**config.mk**
```make
export PLATFORM = sky130hd
export DESIGN_NAME = xmbp_port
export DESIGN_NICKNAME = d
export VERILOG_FILES = /design/src/xmbp_pkg.sv /design/src/xmbp_port.sv
export VERILOG_INCLUDE_DIRS = /design/src
export SDC_FILE = /design/constraint.sdc
export NUM_CORES = 1
export LEC_CHECK = 0
export ABC_AREA = 0
export CAP_MARGIN = 25
export CELL_PAD_IN_SITES_DETAIL_PLACEMENT = 1
export CELL_PAD_IN_SITES_GLOBAL_PLACEMENT = 1
export CORE_UTILIZATION = 41
export DETAILED_ROUTE_END_ITERATION = 7
export DONT_BUFFER_PORTS = 1
export PLACE_DENSITY = 0.79
export SLEW_MARGIN = 20
export SYNTH_ARGS = -nofsm -noshare
export SYNTH_HDL_FRONTEND = slang
export SYNTH_SLANG_ARGS = --single-unit
```
**constraint.sdc**
```tcl
create_clock -name clock -period 1.71 [get_ports clock]
set_clock_uncertainty 0.15 [all_clocks]
set_input_delay 0.342 -clock clock [delete_from_list [all_inputs] [get_ports clock]]
set_output_delay 0.342 -clock clock [all_outputs]
set_load 0.02 [all_outputs]
```
**src/xmbp_regs.svh**
```systemverilog
`ifndef XMBP_REGS_SVH
`define XMBP_REGS_SVH
`define XMBP_ADDR_W      24
`define XMBP_DATA_W      16
`define XMBP_SPACES      4
`define XMBP_WIDE_SPACE  2'h3
`define XMBP_ADDR_TOP    23
`define XMBP_IDLE_RST    1'b1
`define XMBP_DATA_MIN    2'h3
`endif

```
**src/xmbp_pkg.sv**
```systemverilog
`default_nettype none
package xmbp_pkg;
  typedef enum logic {XMBP_SPLIT_STROBE, XMBP_SINGLE_STROBE} xmbp_strobe_t;
  typedef enum logic {XMBP_SEPARATE, XMBP_MUXED} xmbp_busmode_t;
  typedef enum logic {XMBP_SINGLE_CHIP, XMBP_MICROPROC} xmbp_procmode_t;
  typedef enum {XMBP_IDLE, XMBP_ADDR, XMBP_DATA, XMBP_HOLD} xmbp_state_t;
endpackage : xmbp_pkg
`default_nettype wire

```
**src/xmbp_port.sv**
```systemverilog
`include "xmbp_regs.svh"
`timescale 1ns/100ps
`default_nettype none
module xmbp_port #(
  parameter int ADDR_W = `XMBP_ADDR_W,
  parameter int DATA_W = `XMBP_DATA_W
) (
  input  wire logic                 clock,
  input  wire logic                 rst,
  input  wire logic                 req_valid,
  input  wire logic                 req_write,
  input  wire logic [1:0]           req_space,
  input  wire logic [ADDR_W-1:0]    req_addr,
  input  wire logic [DATA_W-1:0]    req_wdata,
  input  wire logic                 req_word,
  input  wire xmbp_pkg::xmbp_strobe_t  strobe_scheme,
  input  wire xmbp_pkg::xmbp_busmode_t bus_mode,
  input  wire logic [2:0]           narrow_spaces,
  input  wire logic                 width_strap,
  input  wire logic                 boot_mode_strap,
  input  wire logic                 hold_req_n,
  input  wire logic                 ready,
  input  wire logic [DATA_W-1:0]    data_in,
  output logic                      req_ready,
  output logic                      rsp_valid,
  output logic [DATA_W-1:0]         rsp_rdata,
  output logic                      microproc_mode,
  output logic [ADDR_W-1:0]         addr_pin,
  output logic [DATA_W-1:0]         data_out,
  output logic [1:0]                data_oe,
  output logic [`XMBP_SPACES-1:0]   space_select_n,
  output logic                      read_strobe_n,
  output logic                      low_lane_store_strobe,
  output logic                      high_lane_store_strobe,
  output logic                      upper_lane_enable,
  output logic                      addr_latch,
  output logic                      bus_released_ack
);
  import xmbp_pkg::*;

  ////////////////////////////////////////////////////////////////////////////
  // synchronisers; first stage feeds only the second
  logic hold_meta_reg, hold_sync_reg, rdy_meta_reg, rdy_sync_reg;
  always_ff @(posedge clock) begin
    if (rst) begin
      hold_meta_reg <= `XMBP_IDLE_RST;
      hold_sync_reg <= `XMBP_IDLE_RST;
      rdy_meta_reg  <= 1'b1;
      rdy_sync_reg  <= 1'b1;
    end else begin
      hold_meta_reg <= hold_req_n;
      hold_sync_reg <= hold_meta_reg;
      rdy_meta_reg  <= ready;
      rdy_sync_reg  <= rdy_meta_reg;
    end
  end

  ////////////////////////////////////////////////////////////////////////////
  // straps caught by clocked logic during reset
  logic wide3_reg;
  always_ff @(posedge clock) begin
    if (rst) begin
      wide3_reg      <= ~width_strap;
      microproc_mode <= boot_mode_strap;
    end
  end

  function automatic logic is_wide(input logic [1:0] sp, input logic [2:0] nar, input logic w3);
    is_wide = (sp == `XMBP_WIDE_SPACE) ? w3 : ~nar[sp];
  endfunction : is_wide

  ////////////////////////////////////////////////////////////////////////////
  xmbp_state_t   state_reg;
  logic          wr_reg, wide_reg, word_reg, mux_reg, single_reg;
  logic [1:0]    sp_reg;
  logic [ADDR_W-1:0] a_reg;
  logic [DATA_W-1:0] wd_reg;
  logic [1:0]        dcnt_reg;
  logic              in_addr, in_data, done;

  always_ff @(posedge clock) begin
    if (rst) begin
      state_reg <= XMBP_IDLE;
      wr_reg <= 1'b0;
      wide_reg <= 1'b0;
      word_reg <= 1'b0;
      mux_reg <= 1'b0;
      single_reg <= 1'b0;
      sp_reg <= 2'h0;
      a_reg <= '0;
      wd_reg <= '0;
    end else begin
      case (state_reg)
        XMBP_IDLE: begin
          if (req_valid && req_ready) begin
            state_reg  <= XMBP_ADDR;
            wr_reg     <= req_write;
            sp_reg     <= req_space;
            a_reg      <= req_addr;
            wd_reg     <= req_wdata;
            word_reg   <= req_word & ~req_addr[0];
            wide_reg   <= is_wide(req_space, narrow_spaces, wide3_reg);
            mux_reg    <= (bus_mode == XMBP_MUXED);
            single_reg <= (strobe_scheme == XMBP_SINGLE_STROBE);
          end else if (!hold_sync_reg) begin
            state_reg <= XMBP_HOLD;
          end
        end
        XMBP_ADDR: state_reg <= XMBP_DATA;
        XMBP_DATA: begin
          if (done) begin
            state_reg <= XMBP_IDLE;
          end
        end
        XMBP_HOLD: begin
          if (hold_sync_reg) begin
            state_reg <= XMBP_IDLE;
          end
        end
        default: state_reg <= XMBP_IDLE;
      endcase
    end
  end

  ////////////////////////////////////////////////////////////////////////////
  // pin drive, all registered
  assign in_addr = (state_reg == XMBP_ADDR);
  assign in_data = (state_reg == XMBP_DATA);
  assign done    = in_data && rdy_sync_reg && (dcnt_reg == `XMBP_DATA_MIN);

  ////////////////////////////////////////////////////////////////////////////
  // data phase floor: first synced ready samples predate the strobe,
  // so a slow part could not stall us without it; costs cycles per access
  always_ff @(posedge clock) begin
    if (rst) begin
      dcnt_reg <= 2'h0;
    end else if (!in_data) begin
      dcnt_reg <= 2'h0;
    end else if (dcnt_reg != `XMBP_DATA_MIN) begin
      dcnt_reg <= dcnt_reg + 2'h1;
    end
  end

  always_ff @(posedge clock) begin
    if (rst) begin
      addr_pin <= {1'b1, {(ADDR_W-1){1'b0}}};
      data_out <= '0;
      data_oe <= 2'h0;
      space_select_n <= {`XMBP_SPACES{1'b1}};
      read_strobe_n <= 1'b1;
      low_lane_store_strobe <= 1'b1;
      high_lane_store_strobe <= 1'b1;
      upper_lane_enable <= 1'b1;
      addr_latch <= 1'b0;
      bus_released_ack <= 1'b1;
      req_ready <= 1'b0;
      rsp_valid <= 1'b0;
      rsp_rdata <= '0;
    end else begin
      bus_released_ack <= ~(state_reg == XMBP_HOLD);
      req_ready <= (state_reg == XMBP_IDLE) && hold_sync_reg && microproc_mode
                   && !(req_valid && req_ready);
      rsp_valid <= done && !wr_reg;
      if (done && !wr_reg) begin
        rsp_rdata <= (wide_reg && (word_reg || a_reg[0])) ? data_in
                   : {8'h00, data_in[7:0]};
      end
      addr_pin <= {~a_reg[ADDR_W-1], a_reg[ADDR_W-2:0]};
      addr_latch <= in_addr;
      if (in_addr || in_data) begin
        space_select_n <= ~(`XMBP_SPACES'(1) << sp_reg);
      end else begin
        space_select_n <= {`XMBP_SPACES{1'b1}};
      end
      if (in_addr && mux_reg) begin
        data_out <= a_reg[DATA_W-1:0];
        data_oe  <= {wide_reg, 1'b1};
      end else if (in_data && wr_reg && !done) begin
        data_out <= (wide_reg && a_reg[0]) ? {wd_reg[7:0], 8'h00} : wd_reg;
        data_oe  <= {wide_reg, 1'b1};
      end else begin
        data_oe  <= 2'h0;
      end
      read_strobe_n <= ~(in_data && !wr_reg && !done);
      if (in_data && wr_reg && !done) begin
        if (single_reg) begin
          low_lane_store_strobe  <= 1'b0;
          high_lane_store_strobe <= 1'b1;
        end else begin
          low_lane_store_strobe  <= ~(!a_reg[0] || !wide_reg);
          high_lane_store_strobe <= ~(wide_reg && (a_reg[0] || word_reg));
        end
      end else begin
        low_lane_store_strobe  <= 1'b1;
        high_lane_store_strobe <= 1'b1;
      end
      upper_lane_enable <= ~((in_addr || in_data) && single_reg && (a_reg[0] || word_reg));
    end
  end

  ////////////////////////////////////////////////////////////////////////////
  a_hold_ack: assert property (@(posedge clock) disable iff (rst)
    (state_reg == XMBP_HOLD) |=> !bus_released_ack)
    else $error("hold ack not low in hold");
  a_hold_stay: assert property (@(posedge clock) disable iff (rst)
    (state_reg == XMBP_HOLD && !hold_sync_reg) |=> state_reg == XMBP_HOLD)
    else $error("left hold while requested");
  a_ready_wait: assert property (@(posedge clock) disable iff (rst)
    (in_data && !rdy_sync_reg) |=> in_data)
    else $error("wait state not kept");
  a_addr_inv: assert property (@(posedge clock) disable iff (rst)
    addr_pin[ADDR_W-1] == ~$past(a_reg[ADDR_W-1]))
    else $error("top address bit not inverted");
  a_latch_pulse: assert property (@(posedge clock) disable iff (rst)
    addr_latch |-> ##1 !addr_latch)
    else $error("latch pulse too long");
  a_read_strobe: assert property (@(posedge clock) disable iff (rst)
    !read_strobe_n |-> !$past(wr_reg) && $past(in_data))
    else $error("read strobe outside read");
  a_space_sel: assert property (@(posedge clock) disable iff (rst)
    $onehot0(~space_select_n))
    else $error("more than one select");
  a_mux_addr: assert property (@(posedge clock) disable iff (rst)
    $past(in_addr && mux_reg) |-> data_oe[0] && data_out[7:0] == $past(a_reg[7:0]))
    else $error("mux address missing");
  a_odd_ube: assert property (@(posedge clock) disable iff (rst)
    $past(in_data && single_reg && a_reg[0]) |-> !upper_lane_enable)
    else $error("upper enable not low on odd");
  ////////////////////////////////////////////////////////////////////////////
  // hold, mode and request gating
  a_ack_high: assert property (@(posedge clock) disable iff (rst)
    (state_reg != XMBP_HOLD) |=> bus_released_ack)
    else $error("hold ack low outside hold");
  a_hold_entry: assert property (@(posedge clock) disable iff (rst)
    $past(state_reg == XMBP_IDLE && !hold_sync_reg && !(req_valid && req_ready))
      |-> state_reg == XMBP_HOLD)
    else $error("hold request not honoured");
  a_hold_quiet: assert property (@(posedge clock) disable iff (rst)
    $past(state_reg == XMBP_HOLD) |-> (&space_select_n) && read_strobe_n)
    else $error("bus driven in hold");
  a_ready_idle: assert property (@(posedge clock) disable iff (rst)
    req_ready |-> state_reg == XMBP_IDLE)
    else $error("request offered while busy");
  a_mode_take: assert property (@(posedge clock) disable iff (rst)
    (state_reg == XMBP_ADDR) |-> microproc_mode)
    else $error("access in single-chip mode");
  a_strap_keep: assert property (@(posedge clock) disable iff (rst)
    $stable(wide3_reg) && $stable(microproc_mode))
    else $error("strap value moved after reset");
  a_sync_hold: assert property (@(posedge clock) disable iff (rst)
    hold_sync_reg == $past(hold_meta_reg))
    else $error("hold synchroniser skipped");
  a_sync_rdy: assert property (@(posedge clock) disable iff (rst)
    rdy_sync_reg == $past(rdy_meta_reg))
    else $error("ready synchroniser skipped");

  ////////////////////////////////////////////////////////////////////////////
  // address, latch and select
  a_addr_low: assert property (@(posedge clock) disable iff (rst)
    addr_pin[ADDR_W-2:0] == $past(a_reg[ADDR_W-2:0]))
    else $error("low address bits not true");
  a_latch_follow: assert property (@(posedge clock) disable iff (rst)
    $past(in_addr) |-> addr_latch)
    else $error("latch pulse missing");
  a_latch_idle: assert property (@(posedge clock) disable iff (rst)
    !$past(in_addr) |-> !addr_latch)
    else $error("latch pulse outside address phase");
  a_sel_during: assert property (@(posedge clock) disable iff (rst)
    $past(in_addr || in_data) |-> !space_select_n[$past(sp_reg)])
    else $error("select missing during access");
  a_sel_idle: assert property (@(posedge clock) disable iff (rst)
    !$past(in_addr || in_data) |-> &space_select_n)
    else $error("select low outside access");
  a_mux_high: assert property (@(posedge clock) disable iff (rst)
    $past(in_addr && mux_reg && wide_reg)
      |-> data_oe[1] && data_out[15:8] == $past(a_reg[15:8]))
    else $error("upper mux address missing");
  a_mux_sep: assert property (@(posedge clock) disable iff (rst)
    $past(in_addr && !mux_reg) |-> data_oe == 2'h0)
    else $error("lanes driven in separate address phase");

  ////////////////////////////////////////////////////////////////////////////
  // data lanes and strobes
  a_narrow_oe: assert property (@(posedge clock) disable iff (rst)
    data_oe[1] |-> $past(wide_reg))
    else $error("upper lanes driven on narrow space");
  a_oe_write: assert property (@(posedge clock) disable iff (rst)
    $past(in_data && wr_reg && !done) |-> data_oe[0])
    else $error("write data not driven");
  a_oe_read: assert property (@(posedge clock) disable iff (rst)
    $past(in_data && !wr_reg) |-> data_oe == 2'h0)
    else $error("lanes driven during read");
  a_read_lanes: assert property (@(posedge clock) disable iff (rst)
    (rsp_valid && !wide_reg) |-> rsp_rdata[15:8] == 8'h00)
    else $error("narrow read not zero extended");
  a_wide_rd: assert property (@(posedge clock) disable iff (rst)
    (rsp_valid && wide_reg && word_reg) |-> rsp_rdata == $past(data_in))
    else $error("word read data wrong");
  a_split_even: assert property (@(posedge clock) disable iff (rst)
    $past(in_data && wr_reg && !done && !single_reg && wide_reg && !a_reg[0])
      |-> !low_lane_store_strobe)
    else $error("even write strobe missing");
  a_split_odd: assert property (@(posedge clock) disable iff (rst)
    $past(in_data && wr_reg && !done && !single_reg && wide_reg && a_reg[0])
      |-> !high_lane_store_strobe && low_lane_store_strobe)
    else $error("odd write strobe wrong");
  a_single_wr: assert property (@(posedge clock) disable iff (rst)
    $past(in_data && wr_reg && !done && single_reg)
      |-> !low_lane_store_strobe && high_lane_store_strobe)
    else $error("single write strobe wrong");
  a_ube_even: assert property (@(posedge clock) disable iff (rst)
    $past((in_addr || in_data) && single_reg && !a_reg[0] && !word_reg)
      |-> upper_lane_enable)
    else $error("upper enable low on even byte");
  a_write_no_read: assert property (@(posedge clock) disable iff (rst)
    !low_lane_store_strobe |-> read_strobe_n)
    else $error("read and write strobe together");
  a_idle_quiet: assert property (@(posedge clock) disable iff (rst)
    $past(state_reg == XMBP_IDLE)
      |-> read_strobe_n && low_lane_store_strobe && high_lane_store_strobe)
    else $error("strobe active while idle");
  a_rsp_pulse: assert property (@(posedge clock) disable iff (rst)
    rsp_valid |=> !rsp_valid)
    else $error("response longer than one cycle");
  a_data_floor: assert property (@(posedge clock) disable iff (rst)
    (in_data && dcnt_reg != `XMBP_DATA_MIN) |=> in_data)
    else $error("data phase cut short");
  a_store_end: assert property (@(posedge clock) disable iff (rst)
    $past(done) |-> low_lane_store_strobe && high_lane_store_strobe && read_strobe_n)
    else $error("strobe kept after ready");

  c_read: cover property (@(posedge clock) !read_strobe_n);
  c_write: cover property (@(posedge clock) !low_lane_store_strobe);
  c_hold: cover property (@(posedge clock) !bus_released_ack);
  c_wait: cover property (@(posedge clock) in_data && !rdy_sync_reg);
  c_mux: cover property (@(posedge clock) $past(in_addr && mux_reg) && data_oe[1]);
endmodule : xmbp_port
`default_nettype wire

```
==> results of run 1 <==
## synth_stat cells, drive strengths merged (8+ instances only)
library cell	number
a211oi	11
a21oi	60
a22oi	8
and2	9
and3	9
buf	9
clkbuf	19
dfxtp	125
mux2i	9
nand2	128
nor2	19
nor2b	26
o21ai	26
## timing repair
item,4_1_cts,5_1_grt
buffers inserted,3,2
cloned,2,0
resized for setup,9,23
hold endpoints to repair,127,98
endpoints found under the setup margin,69,68
pin swaps,2,3
## layout make-up
cell class	count	area (µm²)	share of cell area, %
clock inverters	8	125	2.15
flip-flops and latches	127	2560	44.1
clock buffers	24	492	8.46
inverters	5	21.3	0.366
multi-input cells	333	1860	31.9
repair buffers	59	587	10.1
well taps	136	170	2.93
## cell families after synthesis
group,share of synthesized area (%)
adders and majority gates,1.41
buffers and inverters,3.29
DFF,57.6
xor gates and xnor gates,0.197
and+or+nand+nor,21.9
muxes,2.53
AOI/OAI and AO/OA,13.1
## path summary, 6_finish.rpt
check | start | end | slack, ps | cells past startpoint
max | state_reg[0]$_SDFFE_PP0P_ | a_reg[3]$_SDFFE_PP0P_ | 3 | 9
min | rst | req_ready$_SDFF_PP0_ | -260 | 1
max reg2reg | state_reg[0]$_SDFFE_PP0P_ | a_reg[3]$_SDFFE_PP0P_ | 3 | 9
min reg2reg | sp_reg[1]$_SDFFE_PP0P_ | space_select_n[3]$_SDFF_PP1_ | 280 | 1
## power by group through the flow
stage,sequential (mW),combinational [mW],clock [mW]
after floorplan,3.31,0.421,0
after global placement,3.33,0.612,0
after detailed placement,3.33,0.657,0
after CTS,3.27,0.805,3.77
after global routing,3.29,0.981,3.94
final,3.28,0.888,3.71
## metal layers
metal,track usage [%],share of wire [%]
met3,11.3,8.6
met5,0,0
met2,36.9,47
met1,26.2,41
met4,12.2,3.4
## worst max-delay path, stage by stage (launching register included)
cell and delay, ps:
dfxtp_1 320, buf_4 160, inv_4 70, ha_4 150, inv_1 80, nor2_4 160
buf_6 140, buf_12 130, nand2_1 60, a21oi_1 190
==> results.json, run 1 <==
{
  "io_buffers": 0,
  "fin_ws_ps": 2.70,
  "power.switching_mw": 1.89,
  "dp.cells": 621,
  "hold_viol": 98,
  "avgSynthCellArea_um2": 9.04,
  "synth_area_leader_cell": "dfxtp_1",
  "clock_tree.buffer_depth": 2,
  "first_global_vias": 3813,
  "cts.sinks": 127,
  "insertedDiodeCount": 0,
  "die_h_um": 106,
  "synthToLayoutAreaGrowth_pct": 30.8,
  "start_kind": "register",
  "holdCritPathClass": "in -> reg",
  "setup_tns_ps": 0,
  "htreeDepth": 4,
  "cp_data_required_time_ps": 2000,
  "fin_total_pwr_mw": 7.88,
  "synth_edf_count": 2,
  "clkPwrFrac_pct": 47.1,
  "synthesis.nets": 569,
  "drc_errors": 0,
  "final_common_cell": "nand2_1",
  "cts_buffers": 17,
  "p_seq_share_pct": 41.6,
  "yosys_warnings": 0,
  "totalWireLength_um": 12600,
  "crit_path_end_kind": "register",
  "cts_tree": "yes",
  "hold-worst-slack_ps": -259,
  "dpl.hpwl_um": 7950,
  "ys_async_sr_fraction_pct": 0,
  "fin_area_um2": 5820,
  "track_usage_pct": 23.5,
  "worstPathMaxFanout": 12,
  "seq_area_frac_synth_pct": 57.6,
  "slew_violations": 0,
  "first_iter_violations": 147,
  "power.density_nw_per_um2": 1350,
  "dr.pass1.iters": 4,
  "final_cell_mix": "nand2_1, dfxtp_1, a21oi_1, dlygate4sd3_1, nor2b_1",
  "p_leak_nw": 2.17,
  "layout.nets": 620,
  "crit_arrival_ps": 2000,
  "clk_latency_ps": 540,
  "swShare_pct": 24.0,
  "antenna_found_initial": 0,
  "worstSetupPathType": "reg -> reg",
  "finalCritPeriodShare_pct": 99.8,
  "ios": 143,
  "setup_viol": 0,
  "ant_nets": 0,
  "post-place-ws_ps": -252,
  "synth_ff_type": "dfxtp_1",
  "routedWlPerCell_um": 18.2,
  "die_w_um": 106,
  "root_buffer": "clkbuf_8",
  "post-route-min-period_ps": 1710,
  "grt-ovfl-total": 0,
  "row_count": 37,
  "nFillCells": 1169,
  "ys_seq_elements": 127,
  "comb_power_share_pct": 11.3,
  "max_freq_ghz": 0.586,
  "drive_gt1_share_pct": 15.6,
  "clk_pin_slew_ps": 60,
  "ir_drop_uv": 928,
  "initial_utilization_pct": 42.7,
  "postCtsHoldBufs": 34,
  "drv_cap": 0,
  "dieArea_um2": 11300,
  "grt_pass1_wl_um": 19900,
  "synth.distinct_cells": 33,
  "relSlewSlack_pct": 54.6,
  "core_area_um2": 10400,
  "globalplace.congestion": 0.764,
  "fin_cells": 692,
  "grt_max_degree": 107,
  "status": "complete, but fails checks",
  "internal_power_mw": 5.98,
  "failed_checks": "negative hold slack",
  "synth.area.top_cells": "dfxtp_1, nand2_1, a21oi_1",
  "routed_via_density": 5.17,
  "routed-via-count": 3576,
  "dpl_cell_area_um2": 4680,
  "yosysTopAreaCellShare_pct": 56.3,
  "synthCells": 492,
  "fin_util_pct": 55.8,
  "grt_setup_unrepaired": "true",
  "synth_area_um2": 4450,
  "max_slew.worst_pin.slew_ps": 673
}
No activity file was read; power rests on OpenSTA's default activity.
==> run 2, diff against run 1 <==
--- a/config.mk
+++ b/config.mk
@@ -10,6 +10,7 @@
 export CAP_MARGIN = 25
 export CELL_PAD_IN_SITES_DETAIL_PLACEMENT = 1
 export CELL_PAD_IN_SITES_GLOBAL_PLACEMENT = 1
+export CORE_MARGIN = 2
 export CORE_UTILIZATION = 41
 export DETAILED_ROUTE_END_ITERATION = 7
 export DONT_BUFFER_PORTS = 1
==> run 2 against run 1 <==
The run ends with negative hold slack, negative setup slack left. First-iteration DRC count rose by 59%. Final cell count rose by 1.2%. Via count rose by 2.6%. Combinational power rose by 1%.
==> results.json, run 2 (same netlist as run 1, synthesis figures left out) <==
{
  "crit_arrival_ps": 1940,
  "max_slew.worst_pin.slew_ps": 465,
  "relSlewSlack_pct": 68.7,
  "initial_utilization_pct": 41.6,
  "grt_pass1_wl_um": 20300,
  "dpl.hpwl_um": 8150,
  "grt-ovfl-total": 0,
  "final_common_cell": "nand2_1",
  "clock_tree.buffer_depth": 2,
  "row_count": 38,
  "hp-start": "rst",
  "drv_cap": 0,
  "r2r_start": "state_reg[0]$_SDFFE_PP0P_",
  "cts_buffers": 17,
  "clk_pin_slew_ps": 60,
  "hold_end": "req_ready$_SDFF_PP0_",
  "ant_nets": 0,
  "r2r_slack_ps": -6,
  "r2r-end": "data_out[5]$_SDFFE_PP0P_",
  "drc_errors": 0,
  "totalWireLength_um": 13900,
  "ff2ff_path_depth": 6,
  "routed_via_density": 5.24,
  "worstHoldPathCells": 1,
  "die_h_um": 108,
  "worstPathMaxFanout": 7,
  "status": "complete, but fails checks",
  "setup_viol": 1,
  "drive_gt1_share_pct": 18.4,
  "finalCritPeriodShare_pct": 100,
  "synthToLayoutAreaGrowth_pct": 32.5,
  "dieArea_um2": 11700,
  "routed-via-count": 3670,
  "cts_tree": "yes",
  "postCtsHoldBufs": 34,
  "dp.cells": 626,
  "crit_path_end_kind": "register",
  "ir_drop_uv": 853,
  "root_buffer": "clkbuf_8",
  "io_buffers": 0,
  "first_iter_violations": 233,
  "grt_max_degree": 107,
  "core_area_um2": 10700,
  "dr.pass1.iters": 4,
  "ios": 143,
  "fin_cells": 700,
  "max_freq_ghz": 0.583,
  "power.density_nw_per_um2": 1340,
  "p_leak_nw": 2.19,
  "clk_latency_ps": 520,
  "holdCritPathClass": "in -> reg",
  "first_global_vias": 3901,
  "failed_checks": "negative hold slack, negative setup slack",
  "final_cell_mix": "nand2_1, dfxtp_1, a21oi_1, dlygate4sd3_1, nor2b_1",
  "worstSetupPathType": "reg -> reg",
  "layout.nets": 623,
  "cp_data_required_time_ps": 1930,
  "slew_violations": 0,
  "hold-worst-slack_ps": -244,
  "post-route-min-period_ps": 1720,
  "antenna_found_initial": 1,
  "nFillCells": 1191,
  "cts.sinks": 127,
  "routedWlPerCell_um": 19.9,
  "fin_ws_ps": -6.46,
  "track_usage_pct": 23.0,
  "globalplace.congestion": 0.765,
  "hold_viol": 87,
  "htreeDepth": 4,
  "die_w_um": 108,
  "start_kind": "register"
}
-- run 2: cell count changes in the layout (fill, tap and decap cells not counted), moves of 3 or more --
cell	before	now
a21oi_1	53	50
a21oi_2	7	10
a211oi_2	0	6
clkbuf_1	3	0
buf_6	3	6
a211oi_1	11	5
-- run 2: per-layer routing --
layer,share of wire (%),GRT usage (%)
met2,50,38.8
met1,40,25.9
met3,8.4,9.89
met4,1.5,8.61
met5,0,0
-- run 2: how the worst max path moves through the flow --
stage | from | slack (ps) | endpoint | cells after the start
6_report | state_reg[0]$_SDFFE_PP0P_ | -6 | data_out[5]$_SDFFE_PP0P_ | 6
5_1_grt | state_reg[0]$_SDFFE_PP0P_ | -80 | data_out[8]$_SDFFE_PP0P_ | 7
2_1_floorplan | state_reg[0]$_SDFFE_PP0P_ | 80 | space_select_n[0]$_SDFF_PP1_ | 4
3_5_place_dp | state_reg[1]$_SDFFE_PP0P_ | -220 | data_out[1]$_SDFFE_PP0P_ | 6
3_3_place_gp | state_reg[1]$_SDFFE_PP0P_ | -100 | data_out[7]$_SDFFE_PP0P_ | 6
4_1_cts | state_reg[0]$_SDFFE_PP0P_ | 2 | a_reg[17]$_SDFFE_PP0P_ | 9
-- run 2: timing repair --
item                                   in CTS  in global routing
setup endpoints to repair                  73                 74
endpoints found under the hold margin     118                 87
buffers inserted                            3                  2
gates cloned                                2                  0
gates resized for setup                    11                 36
pin swaps                                   2                  2
-- run 2: worst max-delay path: stages, from the launching register on --
cell     delay [ps]
dfxtp_2         340
buf_4           150
inv_4            70
ha_4            180
and3_4          280
mux2i_1         240
o21ai_0         140
-- run 2: power by group --
| group | internal [mW] | total [mW] | switching, mW |
|---|---|---|---|
| registers | 3.12 | 3.30 | 0.174 |
| clock network | 2.30 | 3.68 | 1.38 |
| logic | 0.425 | 0.897 | 0.473 |
-- run 2: cell type report --
cell class | instances | area (µm²) | share of cell area (%)
flip-flops and latches | 127 | 2560 | 43.5
multi-input cells | 333 | 1890 | 32.1
repair buffers | 62 | 631 | 10.7
clock buffers | 19 | 442 | 7.50
well taps | 140 | 175 | 2.97
clock inverters | 13 | 161 | 2.74
inverters | 5 | 21.3 | 0.361
diodes | 1 | 2.50 | 0.0425
-- run 2: metrics by stage --
stage	setup TNS (ps)	instance area [µm²]	utilization [%]	total power [mW]	setup slack, ps
global placement	-1550	4700	43.9	3.95	-104
detailed placement	-3450	4700	43.9	3.99	-219
floorplan	0	4450	-	3.73	82.6
CTS	0	5760	53.9	7.78	1.67
finish	-6.46	5890	55.1	7.87	-6.46
global route	-389	5890	55.1	8.14	-78.5
